### src/pwmh_pkg.sv
package pwmh_pkg;

    // register byte offsets
    localparam logic [11:0] PWMH_OFF_CTRL   = 12'h000;
    localparam logic [11:0] PWMH_OFF_PERIOD = 12'h004;
    localparam logic [11:0] PWMH_OFF_DUTY   = 12'h008;
    localparam logic [11:0] PWMH_OFF_DEAD   = 12'h00C;
    localparam logic [11:0] PWMH_OFF_STAT   = 12'h010;
    localparam logic [11:0] PWMH_OFF_MASK   = 12'h014;
    localparam logic [11:0] PWMH_OFF_LEVEL  = 12'h018;

    // control field positions
    localparam int PWMH_CTRL_EN_BIT      = 0;
    localparam int PWMH_CTRL_ASD_EN_BIT  = 1;
    localparam int PWMH_CTRL_RESTART_BIT = 2;
    localparam int PWMH_CTRL_HALF_BIT    = 3;
    localparam int PWMH_CTRL_POLA_BIT    = 4;
    localparam int PWMH_CTRL_POLB_BIT    = 5;

    // status and mask field positions
    localparam int PWMH_ST_SHUT_BIT   = 0;
    localparam int PWMH_ST_PERIOD_BIT = 1;
    localparam int PWMH_ST_RESUME_BIT = 2;

    localparam int PWMH_CNT_W  = 16;
    localparam int PWMH_DEAD_W = 7;
    localparam int PWMH_ST_W   = 3;

    // reset values
    localparam logic [5:0]             PWMH_CTRL_RST   = 6'h00;
    localparam logic [PWMH_CNT_W-1:0]  PWMH_PERIOD_RST = 16'h00FF;
    localparam logic [PWMH_CNT_W-1:0]  PWMH_DUTY_RST   = 16'h0000;
    localparam logic [PWMH_DEAD_W-1:0] PWMH_DEAD_RST   = 7'h00;
    localparam logic [PWMH_ST_W-1:0]   PWMH_ST_RST     = 3'h0;

    typedef struct packed {
        logic enable;
        logic asd_en;
        logic restart;
        logic half;
        logic pol_a;
        logic pol_b;
    } pwmh_cfg_t;

    typedef struct packed {
        logic a;
        logic b;
    } pwmh_pair_t;

    typedef enum logic [1:0] {
        PWMH_RUN      = 2'b00,
        PWMH_SHUT     = 2'b01,
        PWMH_WAIT_PER = 2'b10
    } pwmh_state_t;

endpackage : pwmh_pkg

### src/pwmh_top.sv
// Decided for this implementation: the placing of the registers and the APB slave port.
`timescale 1ns/100ps
`default_nettype none
module pwmh_top
    import pwmh_pkg::*;
(
    input  wire logic        clk_i,
    input  wire logic        rst_i,
    input  wire logic        psel_i,
    input  wire logic        penable_i,
    input  wire logic        pwrite_i,
    input  wire logic [11:0] paddr_i,
    input  wire logic [31:0] pwdata_i,
    output logic      [31:0] prdata_o,
    output logic             pready_o,
    output logic             pslverr_o,
    input  wire logic        fault_i,
    output logic             pwm_a_o,
    output logic             pwm_b_o,
    output logic             irq_o
);

    // fault pin synchroniser: three stages, change accepted when 2 and 3 agree
    logic [2:0] fsync_ff;
    logic       fault_ff;
    logic       nxt_fault;

    assign nxt_fault = (fsync_ff[1] == fsync_ff[2]) ? fsync_ff[2] : fault_ff;

    always_ff @(posedge clk_i)
    begin
        if (rst_i)
        begin
            fsync_ff <= 3'h0;
            fault_ff <= 1'b0;
        end
        else
        begin
            fsync_ff <= {fsync_ff[1:0], fault_i};
            fault_ff <= nxt_fault;
        end
    end

    // register file
    pwmh_cfg_t              cfg_ff;
    logic [PWMH_CNT_W-1:0]  period_ff;
    logic [PWMH_CNT_W-1:0]  duty_ff;
    logic [PWMH_DEAD_W-1:0] dead_ff;
    logic [PWMH_ST_W-1:0]   stat_ff;
    logic [PWMH_ST_W-1:0]   mask_ff;
    logic [PWMH_ST_W-1:0]   nxt_stat;

    wire acc     = psel_i && penable_i;
    wire wr      = acc && pwrite_i;
    wire sel_ctl = (paddr_i == PWMH_OFF_CTRL);
    wire sel_per = (paddr_i == PWMH_OFF_PERIOD);
    wire sel_dut = (paddr_i == PWMH_OFF_DUTY);
    wire sel_ded = (paddr_i == PWMH_OFF_DEAD);
    wire sel_sta = (paddr_i == PWMH_OFF_STAT);
    wire sel_msk = (paddr_i == PWMH_OFF_MASK);
    wire sel_lvl = (paddr_i == PWMH_OFF_LEVEL);
    wire mapped  = sel_ctl | sel_per | sel_dut | sel_ded | sel_sta | sel_msk | sel_lvl;

    assign pready_o  = 1'b1;
    assign pslverr_o = acc && !mapped;

    // status events from the timebase and the shutdown state machine
    logic ev_shut;
    logic ev_period;
    logic ev_resume;

    wire [PWMH_ST_W-1:0] ev_vec = {ev_resume, ev_period, ev_shut};
    wire [PWMH_ST_W-1:0] w1c    = (wr && sel_sta) ? pwdata_i[PWMH_ST_W-1:0] : '0;

    // set wins over a simultaneous clear
    assign nxt_stat = (stat_ff & ~w1c) | ev_vec;
    assign irq_o    = |(stat_ff & mask_ff);

    always_ff @(posedge clk_i)
    begin
        if (rst_i)
        begin
            cfg_ff    <= pwmh_cfg_t'(PWMH_CTRL_RST);
            period_ff <= PWMH_PERIOD_RST;
            duty_ff   <= PWMH_DUTY_RST;
            dead_ff   <= PWMH_DEAD_RST;
            mask_ff   <= PWMH_ST_RST;
            stat_ff   <= PWMH_ST_RST;
        end
        else
        begin
            stat_ff <= nxt_stat;
            if (wr && sel_ctl)
                cfg_ff <= pwmh_cfg_t'({pwdata_i[PWMH_CTRL_EN_BIT],
                                       pwdata_i[PWMH_CTRL_ASD_EN_BIT],
                                       pwdata_i[PWMH_CTRL_RESTART_BIT],
                                       pwdata_i[PWMH_CTRL_HALF_BIT],
                                       pwdata_i[PWMH_CTRL_POLA_BIT],
                                       pwdata_i[PWMH_CTRL_POLB_BIT]});
            if (wr && sel_per)
                period_ff <= pwdata_i[PWMH_CNT_W-1:0];
            if (wr && sel_dut)
                duty_ff <= pwdata_i[PWMH_CNT_W-1:0];
            if (wr && sel_ded)
                dead_ff <= pwdata_i[PWMH_DEAD_W-1:0];
            if (wr && sel_msk)
                mask_ff <= pwdata_i[PWMH_ST_W-1:0];
        end
    end

    // timebase: counts 0..period, a new period starts on wrap
    logic [PWMH_CNT_W-1:0] cnt_ff;
    logic [PWMH_CNT_W-1:0] nxt_cnt;
    logic [PWMH_CNT_W-1:0] per_lat_ff;
    logic [PWMH_CNT_W-1:0] duty_lat_ff;

    // period and duty take effect at the boundary, avoiding runt pulses
    wire per_end  = (cnt_ff >= per_lat_ff);
    wire per_strt = cfg_ff.enable && per_end;
    assign nxt_cnt = (!cfg_ff.enable || per_end) ? '0 : cnt_ff + 16'h0001;

    always_ff @(posedge clk_i)
    begin
        if (rst_i)
        begin
            cnt_ff      <= '0;
            per_lat_ff  <= PWMH_PERIOD_RST;
            duty_lat_ff <= PWMH_DUTY_RST;
        end
        else
        begin
            cnt_ff <= nxt_cnt;
            if (per_strt || !cfg_ff.enable)
            begin
                per_lat_ff  <= period_ff;
                duty_lat_ff <= duty_ff;
            end
        end
    end

    // shutdown state machine
    pwmh_state_t st_ff;
    pwmh_state_t nxt_st;

    wire trip      = cfg_ff.asd_en && fault_ff;
    wire flag_gone = !stat_ff[PWMH_ST_SHUT_BIT];
    // without auto-restart the fault must end and software must clear the flag
    wire may_leave = !fault_ff && (cfg_ff.restart || flag_gone);

    always_comb
    begin
        nxt_st = st_ff;
        unique case (st_ff)
            PWMH_RUN:
                if (trip)
                    nxt_st = PWMH_SHUT;
            PWMH_SHUT:
                if (may_leave)
                    nxt_st = PWMH_WAIT_PER;
            PWMH_WAIT_PER:
                if (trip)
                    nxt_st = PWMH_SHUT;
                else if (per_end)
                    nxt_st = PWMH_RUN;
            default:
                nxt_st = PWMH_SHUT;
        endcase
    end

    always_ff @(posedge clk_i)
    begin
        if (rst_i)
            st_ff <= PWMH_RUN;
        else
            st_ff <= nxt_st;
    end

    assign ev_shut   = (st_ff == PWMH_RUN) && trip;
    assign ev_period = per_strt;
    assign ev_resume = (st_ff == PWMH_WAIT_PER) && per_end && !trip;

    // raw drive: on for duty counts of each period, cut by shutdown
    wire running = cfg_ff.enable && (st_ff == PWMH_RUN) && !trip;
    wire on_ph   = (cnt_ff < duty_lat_ff);
    // half-bridge: b takes the remainder of the period, a's complement
    wire raw_a   = running && on_ph;
    wire raw_b   = running && cfg_ff.half && !on_ph;

    logic act_a;
    logic act_b;

    // dead time shortens both pulses by dead counts in half-bridge mode
    pwmh_dead u_dead_a
    (
        .clk_i (clk_i),
        .rst_i (rst_i),
        .raw_i (raw_a),
        .dead_i(cfg_ff.half ? dead_ff : '0),
        .act_o (act_a)
    );

    pwmh_dead u_dead_b
    (
        .clk_i (clk_i),
        .rst_i (rst_i),
        .raw_i (raw_b),
        .dead_i(dead_ff),
        .act_o (act_b)
    );

    // pol bit set means active low; inactive level held while shut
    pwmh_pair_t out_ff;
    pwmh_pair_t nxt_out;
    wire        live = (st_ff == PWMH_RUN) && !trip;

    assign nxt_out.a = (act_a && live) ^ cfg_ff.pol_a;
    assign nxt_out.b = (act_b && live) ^ cfg_ff.pol_b;
    assign pwm_a_o   = out_ff.a;
    assign pwm_b_o   = out_ff.b;

    always_ff @(posedge clk_i)
    begin
        if (rst_i)
            out_ff <= '0;
        else
            out_ff <= nxt_out;
    end

    // read mux
    wire [31:0] rd_ctl = {26'h0, cfg_ff.pol_b, cfg_ff.pol_a, cfg_ff.half,
                          cfg_ff.restart, cfg_ff.asd_en, cfg_ff.enable};
    wire [31:0] rd_lvl = {28'h0, st_ff, fault_ff, 1'b0} >> 1;
    wire [31:0] rd_mux = sel_ctl ? rd_ctl :
                         sel_per ? {16'h0, period_ff} :
                         sel_dut ? {16'h0, duty_ff} :
                         sel_ded ? {25'h0, dead_ff} :
                         sel_sta ? {29'h0, stat_ff} :
                         sel_msk ? {29'h0, mask_ff} :
                         sel_lvl ? rd_lvl : 32'h0;

    always_ff @(posedge clk_i)
    begin
        if (rst_i)
            prdata_o <= 32'h0;
        else if (psel_i && !penable_i && !pwrite_i)
            prdata_o <= rd_mux;
    end

endmodule // pwmh_top
`default_nettype wire

### src/pwmh_dead.sv
`timescale 1ns/100ps
`default_nettype none
// delays the rising edge of a raw drive level by a programmed count
module pwmh_dead
    import pwmh_pkg::*;
(
    input  wire logic                   clk_i,
    input  wire logic                   rst_i,
    input  wire logic                   raw_i,
    input  wire logic [PWMH_DEAD_W-1:0] dead_i,
    output logic                        act_o
);

    logic [PWMH_DEAD_W-1:0] cnt_ff;
    logic [PWMH_DEAD_W-1:0] nxt_cnt;
    logic                   act_ff;
    logic                   nxt_act;
    wire                    cnt_done = (cnt_ff >= dead_i);

    // falling edge is immediate so shutdown and duty end are never delayed
    assign nxt_cnt = !raw_i ? '0 : (cnt_done ? cnt_ff : cnt_ff + 7'h01);
    assign nxt_act = raw_i && (cnt_done || (dead_i == '0));
    assign act_o   = act_ff;

    always_ff @(posedge clk_i)
    begin
        if (rst_i)
        begin
            cnt_ff <= '0;
            act_ff <= 1'b0;
        end
        else
        begin
            cnt_ff <= nxt_cnt;
            act_ff <= nxt_act;
        end
    end

endmodule // pwmh_dead
`default_nettype wire

### config.mk
export PLATFORM = sky130hd
export DESIGN_NAME = pwmh_top
export DESIGN_NICKNAME = d
export VERILOG_FILES = /design/src/pwmh_pkg.sv /design/src/pwmh_top.sv /design/src/pwmh_dead.sv
export SDC_FILE = /design/constraint.sdc
export NUM_CORES = 1
export LEC_CHECK = 0
export ABC_AREA = 1
export BUFFER_PORTS_ARGS = -buffer_cell sky130_fd_sc_hd__buf_2
export CORE_ASPECT_RATIO = 1.4
export CORE_MARGIN = 2
export CORE_UTILIZATION = 30
export CTS_BUF_LIST = sky130_fd_sc_hd__clkbuf_16
export DETAILED_ROUTE_END_ITERATION = 16
export MAX_ROUTING_LAYER = met4
export PLACE_DENSITY = 0.45
export SYNTH_ARGS = -nofsm -noshare
export SYNTH_HDL_FRONTEND = slang
export SYNTH_SLANG_ARGS = --single-unit
### constraint.sdc
create_clock -name clk_i -period 2.13 [get_ports clk_i]
set_input_delay 0.1065 -clock clk_i [delete_from_list [all_inputs] [get_ports clk_i]]
set_output_delay 0.1065 -clock clk_i [all_outputs]
set_load 0.01 [all_outputs]
==> flow_summary.yaml <==
worst_setup_path:
  worstRegToRegCells: 9
  crit_path_start: "cnt_ff[15]"
  r2r-start: "cnt_ff[15]"
  cp-end-kind: "register"
  cp.arrival_ns: 2.26
  reg2reg_slack_ns: 0.20
  critPathCapture: "per_lat_ff[13]"
  path_class: "reg -> reg"
  r2r_end: "per_lat_ff[13]"
  crit_fanout: 35
  critPathLaunchType: "register"
  required_ns: 2.46
synthesis:
  yosys_most_used_dff: "dfxtp_1"
  async_flop_share_pct: 0
  ys_seq_elements: 139
  seq_area_frac_synth_pct: 37.8
  netlist-cell-type-count: 41
  syn_avg_cell_area_um2: 7.28
  syn_inst: 1011
  netlist_area_um2: 7360
  ys_warn_count: 0
  synth_edf_count: 0
route:
  num_vias: 6352
  vias_per_cell: 4.50
  drt_wl_total_um: 19400
  ant_nets: 0
  first_pass_iters: 4
  first_iter_violations: 300
  route.detailed.drc: 0
  routedWlPerCell_um: 13.8
floorplan:
  row_count: 67
  fp.dieH_um: 189
  die_area_um2: 25800
  io-pin-count: 87
  initial_core_util_pct: 30.6
  dieWidth_um: 136
  coreArea_um2: 24100
grt:
  grt_first_pass_wirelength_um: 31500
  antenna_found_initial: 0
  grt_pass1_vias: 6132
  grt_overflow_total: 0
  grt_usage_pct: 16.3
  grt_max_degree: 82
placement:
  place_hpwl_um: 14700
  post_dp_cell_area_um2: 7980
  placed_cells: 1365
  io_buffers: 53
  globalplace.congestion: 0.827
power_and_ir_drop:
  p_leak_nw: 3.96
  power.density_nw_per_um2: 688
  peakVddDrop_mv: 0.540
cts:
  cts_setup_buffers: 0
  path_clk_slew_ns: 0.07
  ctsLongestPathBuffers: 2
  cts_tree: "yes"
  cts-buffers-inserted: 17
  htree_levels: 4
  clk_latency_ns: 0.43
  cts-root-buf: "clkbuf_16"
  cts.sinks: 139
sta:
  drv_slew: 0
  tightest_slew_ns: 0.667
  whs_ns: 0.0461
  tns_ns: 0
  hold_viol: 0
  max_freq_mhz: 518
  finalSetupViolations: 0
  relSlewSlack_pct: 55.5
  period_minus_slack_ns: 1.93
  finalClockSkew_ns: 0.00852
  finalCritPeriodShare_pct: 90.7
  grt_setup_unrepaired: "false"
cells_and_area:
  layout.cells.most_common: "nand2_1"
  final_nets: 1186
  drive_gt1_share_pct: 14.0
  num_antenna_cells: 0
  nFillCells: 2597
  layout_common_cells: "nand2_1, inv_1, dfxtp_1, nor2_1, a21oi_1"
  area_growth_pct: 19.3
  finalInstanceArea_um2: 8780
  stdcell_count: 1411
  utilization_pct: 36.5
min_path:
  holdCritPathClass: "in -> reg"
run:
  drv_cap: 0
status:
  outcome: "completed"
-- critical path: stages (launching register included) --
cell and delay, ns:
dfxtp_1 0.35, ha_1 0.33, nand2_2 0.09, nor4_4 0.31, nand2_1 0.16, nand4_4 0.17, buf_12 0.21, nand2_1 0.09
nand2_1 0.07, nor2_1 0.04
-- synthesized netlist by cell type (9+ instances only) --
library cell,n,area share (%)
nor2_2,13,1.1
o22ai_1,12,1.0
nand2_1,179,9.1
dfxtp_1,139,38
o21ai_0,64,4.4
nor3_1,13,0.88
a211oi_1,9,0.92
ha_1,48,8.2
nand4_1,19,1.6
xor2_1,12,1.4
inv_1,151,7.7
clkbuf_1,11,0.56
a21oi_1,81,5.5
nor2_1,114,5.8
nand3_1,38,2.6
xnor2_1,10,1.2
buf_4,19,1.9
-- layout make-up --
cell class	count	area, um^2	area share, %
multi-input cells	681	3740	42.5
flip-flops and latches	139	2780	31.7
repair buffers	92	643	7.32
inverters	157	594	6.77
clock buffers	17	425	4.84
well taps	310	388	4.42
clock inverters	15	214	2.44
-- per-stage QoR --
stage,total power (W),worst slack [ns]
after floorplan,0.00279,0.278
after global placement,0.00285,0.0813
after detailed placement,0.00285,0.0640
after CTS,0.00613,0.0485
after global routing,0.00625,0.0298
final,0.00604,0.198
-- routing by layer --
metal / part of all wire, % / track usage, % / wire length (um) / vias up
li1: - / - / - / 3385
met1: 44 / 18.7 / 8460 / 2860
met2: 52 / 28.6 / 10100 / 88
met3: 2.5 / 2.92 / 479 / 19
met4: 1.7 / 5.33 / 327 / 0
met5: 0 / - / 0 / -
-- cell families after synthesis --
logic type	after synthesis	share of synthesized area [%]
AO/OA/AOI/OAI	188	13.8
flip-flops	139	37.8
buffers and inverters	206	12.5
adder cells (fa/ha/maj)	48	8.16
other	2	0.102
AND/OR/NAND/NOR	406	25.0
XOR/XNOR	22	2.62
-- power by group --
group	leakage (nW)	internal, W	total (W)	switching [W]
clock network	0.299	0.00198	0.00323	0.00125
logic	2.54	0.0000687	0.000201	0.000133
registers	1.12	0.00261	0.00261	0.00000320
-- registers in the layout, summed over array words and instances, names as in the netlist, 6 cells and up --
name / cells
prdata_o: 16
duty_ff: 16
dead_ff: 7
cfg_ff: 6
duty_lat_ff: 16
u_dead_a.cnt_ff: 7
per_lat_ff: 16
period_ff: 16
cnt_ff: 16
u_dead_b.cnt_ff: 7
-- worst min path at each step --
stage	startpoint	to	slack, ns	cells past startpoint
5_1_grt	pwdata_i[0]	period_ff[0]	0.06	3
3_3_place_gp	fault_i	fsync_ff[0]	0.32	3
2_1_floorplan	fault_i	fsync_ff[0]	0.21	2
3_5_place_dp	fault_i	fsync_ff[0]	0.32	3
4_1_cts	pwdata_i[1]	cfg_ff[4]	0.03	3
6_report	pwdata_i[1]	cfg_ff[4]	0.05	3
-- repair_timing --
item	4_1_cts	5_1_grt
endpoints found under the hold margin	21	0
setup endpoints to repair	0	14
hold buffers	14	0
resized for setup	0	4
Note: power is estimated with default switching activity, not from simulation.
